<file path="config.mk">
export PLATFORM = sky130hd
export DESIGN_NAME = pmpr_ctrl
export DESIGN_NICKNAME = d
export VERILOG_FILES = /design/src/rtl/pmpr_ctrl.v /design/src/rtl/pmpr_sync.v
export VERILOG_INCLUDE_DIRS = /design/src /design/src/inc
export SDC_FILE = /design/constraint.sdc
export NUM_CORES = 1
export LEC_CHECK = 0
export BUFFER_PORTS_ARGS = -buffer_cell sky130_fd_sc_hd__buf_2
export CORE_ASPECT_RATIO = 1.25
export CORE_MARGIN = 2
export CORE_UTILIZATION = 52
export DETAILED_ROUTE_END_ITERATION = 8
export GPL_ROUTABILITY_DRIVEN = 0
export GPL_TIMING_DRIVEN = 1
export PLACE_DENSITY = 0.79
export SYNTH_ARGS = -nofsm -noshare
export SYNTH_HDL_FRONTEND = slang
export SYNTH_SLANG_ARGS = --single-unit
</file>
<file path="constraint.sdc">
create_clock -name clk_sys -period 2.3 [get_ports clk_sys]
set_input_delay 0.345 -clock clk_sys [delete_from_list [all_inputs] [get_ports clk_sys]]
set_output_delay 0.345 -clock clk_sys [all_outputs]
set_load 0.01 [all_outputs]
</file>
<file path="src/inc/pmpr_consts.vh">
/*
 * Register map, field positions and reset values of the port match
 * and pin router control block.
 * Assumes inclusion by bare name from files under rtl/.
 */
`ifndef PMPR_CONSTS_VH
`define PMPR_CONSTS_VH

// Register pages
`define PMPR_PAGE_ROUTER 8'h0F
`define PMPR_PAGE_MATCH 8'h00

// Register addresses
`define PMPR_ADDR_ROUTER_C 8'hC7
`define PMPR_ADDR_P0_EXPECT 8'hF1
`define PMPR_ADDR_P0_MASK 8'hF2
`define PMPR_ADDR_P1_EXPECT 8'hF3
`define PMPR_ADDR_P1_MASK 8'hF4
`define PMPR_ADDR_P2_EXPECT 8'hB1
`define PMPR_ADDR_P2_MASK 8'hB2
`define PMPR_ADDR_P3_EXPECT 8'hAE
`define PMPR_ADDR_P3_MASK 8'hAF

// Router control field positions
`define PMPR_BIT_WEAK_PULLUP_DISABLE 7
`define PMPR_BIT_PIN_ROUTER_ENABLE 6
`define PMPR_BIT_LIN_PIN_ROUTE_ENABLE 0
// Bits that software may write; bit 2 is read-only and reads zero
`define PMPR_ROUTER_WR_MASK 8'hFB

// Reset values
`define PMPR_RST_ROUTER_C 8'h00
`define PMPR_RST_EXPECT 8'hFF
`define PMPR_RST_MASK 8'h00

`endif

</file>
<file path="src/rtl/pmpr_ctrl.v">
/*
 * Port match detector and pin router control register with the pin
 * driver and weak pullup gating that the register steers.
 * Assumes a special-function register port on clk_sys, port pins that
 * arrive asynchronously, and a routing matrix outside that supplies the
 * per-pin drive request, drive value and output mode.
 */
`timescale 1ns/10ps
`default_nettype none
`include "pmpr_consts.vh"

module pmpr_ctrl #(
    parameter NPORT_BITS = 32
) (
    input wire clk_sys,
    input wire rst,
    input wire [7:0] sfr_addr,
    input wire [7:0] sfr_page,
    input wire sfr_wr,
    input wire sfr_rd,
    input wire [7:0] sfr_wdata,
    output reg [7:0] sfr_rdata,
    input wire [NPORT_BITS-1:0] port_pin_in,
    input wire [NPORT_BITS-1:0] port_digital_in_mode,
    input wire [NPORT_BITS-1:0] port_push_pull_mode,
    input wire [NPORT_BITS-1:0] route_drive_req,
    input wire [NPORT_BITS-1:0] route_drive_val,
    output reg [NPORT_BITS-1:0] port_pin_out,
    output reg [NPORT_BITS-1:0] port_pin_oe,
    output reg [NPORT_BITS-1:0] port_pullup_en,
    output wire pin_router_enable,
    output wire lin_pin_route_enable,
    output wire weak_pullup_disable,
    output wire port_mismatch_irq,
    output wire port_mismatch_wake
);

    // Masked compare of one 8-bit port
    function port_differs;
        input [7:0] pins;
        input [7:0] expect_val;
        input [7:0] mask;
        begin
            port_differs = ((pins & mask) != (expect_val & mask));
        end
    endfunction

    reg [7:0] pin_router_control_c_q;
    reg [7:0] port0_expected_value_q;
    reg [7:0] port1_expected_value_q;
    reg [7:0] port2_expected_value_q;
    reg [7:0] port3_expected_value_q;
    reg [7:0] port0_compare_mask_q;
    reg [7:0] port1_compare_mask_q;
    reg [7:0] port2_compare_mask_q;
    reg [7:0] port3_compare_mask_q;
    reg mismatch_q;
    reg mismatch_d;
    reg [7:0] rdata_d;
    reg [NPORT_BITS-1:0] oe_d;
    reg [NPORT_BITS-1:0] pullup_d;
    wire [NPORT_BITS-1:0] pins_sync;
    wire [NPORT_BITS-1:0] mode_sync;
    wire page_router;
    wire page_match;

    // Pins and the analog/digital mode both come from outside the clock
    pmpr_sync #(
        .WIDTH(NPORT_BITS),
        .RST_VAL({NPORT_BITS{1'b1}})
    ) u_pin_sync (
        .clk_sys(clk_sys),
        .rst(rst),
        .async_in(port_pin_in),
        .sync_out(pins_sync)
    );

    pmpr_sync #(
        .WIDTH(NPORT_BITS),
        .RST_VAL({NPORT_BITS{1'b1}})
    ) u_mode_sync (
        .clk_sys(clk_sys),
        .rst(rst),
        .async_in(port_digital_in_mode),
        .sync_out(mode_sync)
    );

    assign page_router = (sfr_page == `PMPR_PAGE_ROUTER);
    assign page_match = (sfr_page == `PMPR_PAGE_MATCH);

    // Register writes
    always @(posedge clk_sys) begin
        if (rst) begin
            pin_router_control_c_q <= `PMPR_RST_ROUTER_C;
            port0_expected_value_q <= `PMPR_RST_EXPECT;
            port1_expected_value_q <= `PMPR_RST_EXPECT;
            port2_expected_value_q <= `PMPR_RST_EXPECT;
            port3_expected_value_q <= `PMPR_RST_EXPECT;
            port0_compare_mask_q <= `PMPR_RST_MASK;
            port1_compare_mask_q <= `PMPR_RST_MASK;
            port2_compare_mask_q <= `PMPR_RST_MASK;
            port3_compare_mask_q <= `PMPR_RST_MASK;
        end else if (sfr_wr) begin
            if (page_router && sfr_addr == `PMPR_ADDR_ROUTER_C) begin
                // Read-only bit 2 keeps its zero
                pin_router_control_c_q <= sfr_wdata & `PMPR_ROUTER_WR_MASK;
            end
            if (page_match) begin
                case (sfr_addr)
                    `PMPR_ADDR_P0_EXPECT: begin
                        port0_expected_value_q <= sfr_wdata;
                    end
                    `PMPR_ADDR_P0_MASK: begin
                        port0_compare_mask_q <= sfr_wdata;
                    end
                    `PMPR_ADDR_P1_EXPECT: begin
                        port1_expected_value_q <= sfr_wdata;
                    end
                    `PMPR_ADDR_P1_MASK: begin
                        port1_compare_mask_q <= sfr_wdata;
                    end
                    `PMPR_ADDR_P2_EXPECT: begin
                        port2_expected_value_q <= sfr_wdata;
                    end
                    `PMPR_ADDR_P2_MASK: begin
                        port2_compare_mask_q <= sfr_wdata;
                    end
                    `PMPR_ADDR_P3_EXPECT: begin
                        port3_expected_value_q <= sfr_wdata;
                    end
                    `PMPR_ADDR_P3_MASK: begin
                        port3_compare_mask_q <= sfr_wdata;
                    end
                    default: begin
                    end
                endcase
            end
        end
    end

    // Read mux; unmapped addresses read zero
    always @* begin
        rdata_d = 8'h00;
        if (page_router && sfr_addr == `PMPR_ADDR_ROUTER_C) begin
            rdata_d = pin_router_control_c_q;
        end else if (page_match) begin
            case (sfr_addr)
                `PMPR_ADDR_P0_EXPECT: rdata_d = port0_expected_value_q;
                `PMPR_ADDR_P0_MASK: rdata_d = port0_compare_mask_q;
                `PMPR_ADDR_P1_EXPECT: rdata_d = port1_expected_value_q;
                `PMPR_ADDR_P1_MASK: rdata_d = port1_compare_mask_q;
                `PMPR_ADDR_P2_EXPECT: rdata_d = port2_expected_value_q;
                `PMPR_ADDR_P2_MASK: rdata_d = port2_compare_mask_q;
                `PMPR_ADDR_P3_EXPECT: rdata_d = port3_expected_value_q;
                `PMPR_ADDR_P3_MASK: rdata_d = port3_compare_mask_q;
                default: rdata_d = 8'h00;
            endcase
        end
    end

    always @(posedge clk_sys) begin
        if (rst) begin
            sfr_rdata <= 8'h00;
        end else if (sfr_rd) begin
            sfr_rdata <= rdata_d;
        end
    end

    assign weak_pullup_disable = pin_router_control_c_q[`PMPR_BIT_WEAK_PULLUP_DISABLE];
    assign pin_router_enable = pin_router_control_c_q[`PMPR_BIT_PIN_ROUTER_ENABLE];
    // LIN signals reach pins only through an enabled matrix
    assign lin_pin_route_enable = pin_router_enable &
        pin_router_control_c_q[`PMPR_BIT_LIN_PIN_ROUTE_ENABLE];

    // Pin drivers and weak pullups
    always @* begin
        // Open-drain drives only a low; push-pull drives both levels
        oe_d = route_drive_req & mode_sync &
            (port_push_pull_mode | ~route_drive_val);
        if (!pin_router_enable) begin
            oe_d = {NPORT_BITS{1'b0}};
        end
        // Pullup on digital open-drain pins not pulling low
        pullup_d = mode_sync & ~port_push_pull_mode & ~oe_d;
        if (weak_pullup_disable) begin
            pullup_d = {NPORT_BITS{1'b0}};
        end
    end

    always @(posedge clk_sys) begin
        if (rst) begin
            port_pin_out <= {NPORT_BITS{1'b0}};
            port_pin_oe <= {NPORT_BITS{1'b0}};
            port_pullup_en <= {NPORT_BITS{1'b0}};
        end else begin
            port_pin_out <= route_drive_val & oe_d;
            port_pin_oe <= oe_d;
            port_pullup_en <= pullup_d;
        end
    end

    // Raw synchronised pins regardless of routing
    always @* begin
        mismatch_d = port_differs(pins_sync[7:0], port0_expected_value_q,
                port0_compare_mask_q) |
            port_differs(pins_sync[15:8], port1_expected_value_q,
                port1_compare_mask_q) |
            port_differs(pins_sync[23:16], port2_expected_value_q,
                port2_compare_mask_q) |
            port_differs(pins_sync[31:24], port3_expected_value_q,
                port3_compare_mask_q);
    end

    always @(posedge clk_sys) begin
        if (rst) begin
            mismatch_q <= 1'b0;
        end else begin
            mismatch_q <= mismatch_d;
        end
    end

    assign port_mismatch_irq = mismatch_q;
    assign port_mismatch_wake = mismatch_q;

endmodule // pmpr_ctrl

`default_nettype wire

</file>
<file path="src/rtl/pmpr_sync.v">
/*
 * Two-stage synchroniser for a bus of independent level inputs.
 * Assumes each bit is a slow level; no word coherence is promised.
 */
`timescale 1ns/10ps
`default_nettype none

module pmpr_sync #(
    parameter WIDTH = 32,
    parameter [WIDTH-1:0] RST_VAL = {WIDTH{1'b1}}
) (
    input wire clk_sys,
    input wire rst,
    input wire [WIDTH-1:0] async_in,
    output wire [WIDTH-1:0] sync_out
);

    reg [WIDTH-1:0] meta_q;
    reg [WIDTH-1:0] sync_q;

    always @(posedge clk_sys) begin
        if (rst) begin
            meta_q <= RST_VAL;
            sync_q <= RST_VAL;
        end else begin
            meta_q <= async_in;
            sync_q <= meta_q;
        end
    end

    assign sync_out = sync_q;

endmodule // pmpr_sync

`default_nettype wire

</file>
==> flow_metrics.env, run 1 <==
export IMPL_cts_buffers=28
export IMPL_cts_tree="built"
export IMPL_port_buffers=296
export IMPL_leakage_nw=6.06
export IMPL_routed_wl_microns=32500
export IMPL_cp_end_kind="output port"
export IMPL_rows=58
export IMPL_fp_dieW_microns=133
export IMPL_synth_area_leaders="dfxtp_1, or2_2, nor4b_1, mux2i_1, nor2b_1"
export IMPL_async_flop_share=0
export IMPL_yosysTopAreaCell="dfxtp_1"
export IMPL_seq_area_sq_um=6090
export IMPL_antenna_found_initial=8
export IMPL_drv_slew=0
export IMPL_period_share=0.896
export IMPL_nets=1594
export IMPL_overflow=0
export IMPL_post_place_cells=1554
export IMPL_relSlewSlack=0.457
export IMPL_crit_buf_inv=2
export IMPL_drt_drc_violations_left=0
export IMPL_rr_endpoint="port_pin_out[19]"
export IMPL_clkPwrFrac=0.442
export IMPL_p_seq_frac=0.489
export IMPL_critical_path_peak_fanout=11
export IMPL_grt_max_degree=122
export IMPL_critPathLaunchType="flip-flop"
export IMPL_yosysUniqueCellTypes=46
export IMPL_clock_sinks=304
export IMPL_max_vdd_ir_drop_v=0.000545
export IMPL_p_comb_frac=0.068
export IMPL_cap_violations=0
export IMPL_drive_gt1_frac=0.357
export IMPL_fmax_ghz=0.485
export IMPL_core_area_sq_um=20200
export IMPL_crit_required_ns=1.96
export IMPL_syn_area_sq_um=10800
export IMPL_synth_seq_cells=304
export IMPL_switching_share=0.214
export IMPL_hold_path_depth=2
export IMPL_setup_viol=0
export IMPL_root_buffer="clkbuf_16"
export IMPL_worst_path_largest_cell_delay_ns=0.73
export IMPL_ys_flop_type="dfxtp_1"
export IMPL_crit_family="flip-flops"
export IMPL_reg2reg_depth=4
export IMPL_grt_total_usage=0.283
export IMPL_clkLatencyLatePin_ns=0.54
export IMPL_r2r_slack_ns=0.42
export IMPL_internal_power_mw=8.76
export IMPL_syn2layout_area_growth_pct=34.7
export IMPL_vias_per_cell=5.41
export IMPL_synth_edff_count=0
export IMPL_min_path_type="in -> reg"
export IMPL_die_area_sq_um=21900
export IMPL_instances_no_fill=1707
export IMPL_hp_start="port_digital_in_mode[0]"
export IMPL_cts_repair_resized=0
export IMPL_finClkSkew_ns=0.00924
export IMPL_crit_type="reg -> out"
export IMPL_multi_input_area_sq_um=4400
export IMPL_rsz0062_at_grt="no"
export IMPL_yosysTopAreaCellShare=0.566
export IMPL_cts_hold_buf=92
export IMPL_worst_pin_slew_ns=0.814
export IMPL_min_period_ns=2.06
export IMPL_hold_violations=0
export IMPL_die_y_microns=165
export IMPL_hold_end="u_mode_sync.meta_q[0]"
export IMPL_synth_cells=1026
export IMPL_grt_pass1_wl_microns=48600
export IMPL_post_cts_buffers=0
export IMPL_drtPass1Iterations=8
export IMPL_reg2reg_from="pin_router_control_c_q[6]"
export IMPL_path_cells="buf_4, buf_2"
export IMPL_ant_nets=0
export IMPL_cts_buffer_depth=3
export IMPL_hpwl_microns=20900
export IMPL_clk_pin_slew_ns=0.07
export IMPL_yosys_warnings=0
export IMPL_wl_per_cell_microns=19.1
export IMPL_top_level_ports=297
export IMPL_start_util=0.533
export IMPL_fillCellCount=1431
export IMPL_drtIter0Drc=841
export IMPL_p_per_area_nw_per_um2=769
export IMPL_worstPathArrival_ns=1.72
export IMPL_status="completed"
export IMPL_postSynthAreaPerCell_sq_um=10.5
export IMPL_tns_ns=0
export IMPL_syn_nets=1214
export IMPL_cp_slowest_cell="dfxtp_1"
export IMPL_finalCoreUtilization=0.718
export IMPL_h_tree_depth=1
export IMPL_vias=9231
export IMPL_p_switching_mw=2.39
export IMPL_yosysSeqAreaShare=0.566
export IMPL_grt_pass1_vias=9105
-- routing by layer --
| metal | track usage | routed length [microns] | up-vias |
|---|---|---|---|
| met5 | 0 | 10 | - |
| met4 | 0.159 | 1960 | 2 |
| met3 | 0.0592 | 2340 | 126 |
| met2 | 0.511 | 16400 | 463 |
| met1 | 0.309 | 11800 | 4369 |
| li1 | - | - | 4271 |
-- state kept, by name, summed over array words and instances, names as in the netlist, 32 cells and up --
register,flops
port_pin_out,32
port_pullup_en,32
u_mode_sync.sync_out,32
u_pin_sync.meta_q,32
port_pin_oe,32
u_pin_sync.sync_out,32
u_mode_sync.meta_q,32
-- cells in the mapped netlist (2+ instances only) --
master,instances
o32ai_1,7
nor3_2,3
nand2_1,68
nand4b_1,2
a22oi_1,38
dfxtp_1,304
a311oi_1,7
clkbuf_1,50
and4b_1,3
a21oi_1,9
o21a_1,2
or2_2,129
a211o_1,24
or3_1,2
nor3_4,2
buf_6,2
and2_1,34
xor2_1,32
o21ai_0,16
o22ai_1,8
nor2_1,75
nor4b_1,64
buf_1,2
nor4_4,2
mux2i_1,40
nor2b_1,60
nand4_1,4
nand3b_1,9
buf_2,8
nor3b_1,3
and3_1,2
-- power by group through the flow --
| stage | clock network [mW] | registers [mW] | logic (mW) |
|---|---|---|---|
| after detailed placement | 0 | 5.57 | 0.612 |
| after global placement | 0 | 5.57 | 0.601 |
| after floorplan | 0 | 5.57 | 0.290 |
| after CTS | 4.97 | 5.45 | 0.746 |
| final | 4.93 | 5.45 | 0.763 |
| after global routing | 5.20 | 5.46 | 0.815 |
-- per-stage QoR --
stage          hold slack (ns)  total power, mW  instance area [sq um]  worst slack [ns]
6_report               0.00971             11.1                  14500             0.239
2_1_floorplan            0.389             5.86                  10800             0.354
5_1_grt               0.000430             11.5                  14500             0.186
3_3_place_gp             0.391             6.17                  12500             0.287
3_5_place_dp             0.392             6.18                  12500             0.246
4_1_cts               0.000571             11.2                  14500             0.219
-- cells by family (layout without fill, tap and decap cells) --
kind of cell    after synthesis  in the layout  share of synthesized area
compound gates              114            114                     0.0781
xor+xnor                     32             32                     0.0261
buf+inv                      65            466                     0.0255
mux                          40             40                     0.0372
other cells                   0             10                          0
flops                       304            304                      0.566
simple gates                471            471                      0.267
-- cell usage in the layout, fill, tap and decap left out, types with 4 or more instances in the layout --
master,count
diode_2,10
o32ai_1,7
o21ai_0,16
xor2_1,32
buf_2,295
clkbuf_16,29
mux2i_1,40
nand4_1,4
nand2_1,68
clkbuf_8,6
a21oi_1,9
or2_2,129
nor2b_1,60
a22oi_1,38
nor2_1,75
o22ai_1,8
and2_1,34
nor4b_1,64
a311oi_1,7
dfxtp_1,304
a211o_1,24
nand3b_1,9
buf_4,23
bufinv_16,4
clkinv_2,5
dlygate4sd3_1,92
-- final cells by class --
class,instances,share of cell area
Sequential cell,304,0.420
Clock buffer,38,0.0566
Inverter,1,0.000259
Tap cell,270,0.0233
Multi-Input combinational cell,657,0.303
Timing Repair Buffer,414,0.182
Antenna cell,10,0.00173
Clock inverter,13,0.0123
-- worst max path at each step --
stage                     cells past startpoint                         to  slack, ns                 startpoint
final                                         2          pin_router_enable       0.24  pin_router_control_c_q[6]
after global routing                          2          pin_router_enable       0.19  pin_router_control_c_q[6]
after CTS                                     2          pin_router_enable       0.22  pin_router_control_c_q[6]
after detailed placement                      7  port3_expected_value_q[5]       0.25                sfr_addr[7]
after global placement                        8    port3_compare_mask_q[3]       0.29                sfr_page[1]
after floorplan                               6  port2_expected_value_q[5]       0.35                sfr_page[1]
No activity file was read; power rests on OpenSTA's default activity.
==> run 2: changes to the inputs <==
--- a/config.mk
+++ b/config.mk
@@ -6,7 +6,7 @@
 export SDC_FILE = /design/constraint.sdc
 export NUM_CORES = 1
 export LEC_CHECK = 0
-export BUFFER_PORTS_ARGS = -buffer_cell sky130_fd_sc_hd__buf_2
+export BUFFER_PORTS_ARGS = -buffer_cell sky130_fd_sc_hd__clkbuf_2
 export CORE_ASPECT_RATIO = 1.25
 export CORE_MARGIN = 2
 export CORE_UTILIZATION = 52
==> run 2 against run 1 <==
Fmax increased by 4.3%. Critical path depth increased by 1. Count of clock-buffer cells in the layout decreased by 3. Clock power about the same. Sequential share of layout area increased by 0.18 points. Total power decreased by 0.26%. Utilization decreased by 0.31 points. Critical endpoint is now lin_pin_route_enable. Largest cell class unchanged.
==> flow_metrics.env, run 2 (synthesis results as in run 1) <==
export IMPL_cp_end_kind="output port"
export IMPL_clock_sinks=304
export IMPL_tns_ns=0
export IMPL_grt_pass1_vias=8928
export IMPL_layout_commonest_cell="dfxtp_1"
export IMPL_period_share=0.859
export IMPL_cts_tree="built"
export IMPL_fmax_ghz=0.506
export IMPL_place_area_sq_um=12500
export IMPL_vias=8987
export IMPL_stdcell_area_sq_um=14400
export IMPL_cap_violations=0
export IMPL_p_per_area_nw_per_um2=771
export IMPL_die_y_microns=165
export IMPL_finClkSkew_ns=0.00789
export IMPL_drive_gt1_frac=0.356
export IMPL_min_period_ns=1.98
export IMPL_hold_violations=0
export IMPL_rsz0062_at_grt="no"
export IMPL_crit_required_ns=1.96
export IMPL_clk_pin_slew_ns=0.06
export IMPL_final_cell_mix="dfxtp_1, clkbuf_2, or2_2"
export IMPL_worstPathArrival_ns=1.63
export IMPL_antenna_found_initial=4
export IMPL_vias_per_cell=5.30
export IMPL_clkLatencyLatePin_ns=0.54
export IMPL_syn2layout_area_growth_pct=34.1
export IMPL_finalCoreUtilization=0.715
export IMPL_ant_nets=0
export IMPL_rows=58
export IMPL_drt_drc_violations_left=0
export IMPL_grt_max_degree=94
export IMPL_top_level_ports=297
export IMPL_status="completed"
export IMPL_setup_viol=0
export IMPL_leakage_nw=5.99
export IMPL_relSlewSlack=0.480
export IMPL_max_vdd_ir_drop_v=0.000655
export IMPL_min_path_type="in -> reg"
export IMPL_drtPass1Iterations=5
export IMPL_wl_per_cell_microns=18.4
export IMPL_fp_dieW_microns=133
export IMPL_die_area_sq_um=21900
export IMPL_hpwl_microns=21000
export IMPL_critical_path_peak_fanout=7
export IMPL_nets=1592
export IMPL_overflow=0
export IMPL_cts_buffer_depth=3
export IMPL_worst_pin_slew_ns=0.779
export IMPL_cts_repair_resized=0
export IMPL_port_buffers=296
export IMPL_grt_pass1_wl_microns=47700
export IMPL_crit_type="reg -> out"
export IMPL_core_area_sq_um=20200
export IMPL_fillCellCount=1428
export IMPL_root_buffer="clkbuf_16"
export IMPL_grt_total_usage=0.278
export IMPL_h_tree_depth=1
export IMPL_routed_wl_microns=31200
export IMPL_drtIter0Drc=720
export IMPL_total_power_mw=11.1
export IMPL_critPathLaunchType="flip-flop"
export IMPL_drv_slew=0
export IMPL_start_util=0.533
export IMPL_cts_buffers=28
-- run 2: path summary, 6_finish.rpt --
kind	start	endpoint	slack, ns	depth (start not counted)
max reg2reg	port1_expected_value_q[0]	port_mismatch_irq	0.63	5
min	port_pin_in[3]	u_pin_sync.meta_q[3]	0.006	2
min reg2reg	u_pin_sync.meta_q[9]	u_pin_sync.sync_out[9]	0.40	1
max	pin_router_control_c_q[6]	lin_pin_route_enable	0.32	3
-- run 2: repair_timing --
action | 4_1_cts | 5_1_grt
setup endpoints to repair | 0 | 0
setup buffers | 0 | 0
hold endpoints to repair | 91 | 0
hold buffers | 91 | 0
-- run 2: critical path: stages, from the launching register on --
cell and delay (ns):
dfxtp_1 0.57, buf_4 0.23, and2_1 0.14, clkbuf_2 0.15
-- run 2: final cells by class --
type,instances,area [sq um],area share
repair buffers,412,2610,0.181
inverters,1,3.75,0.000260
diodes,3,7.51,0.000520
well taps,270,338,0.0234
clock inverters,15,214,0.0148
flip-flops and latches,304,6090,0.422
multi-input cells,657,4400,0.305
clock buffers,35,768,0.0533
-- run 2: power breakdown --
part           switching [mW]  internal (mW)  leakage (nW)
logic                   0.354          0.399          3.02
clock network            1.98           2.93         0.472
registers              0.0512           5.41          2.49
-- run 2: through the flow --
step	hold WS, ns	cells	setup WS (ns)
2_1_floorplan	0.389	1026	0.354
3_3_place_gp	0.391	1553	0.286
5_1_grt	0.00976	1695	0.241
4_1_cts	0.00162	1694	0.282
6_report	0.00552	1697	0.324
3_5_place_dp	0.392	1553	0.275
-- run 2: layer usage --
layer	wire, microns	global-route usage	up-vias
met2	16000	0.511	454
met4	1840	0.150	2
met1	11100	0.299	4150
li1	-	-	4262
met3	2220	0.0595	119
met5	12	0	-
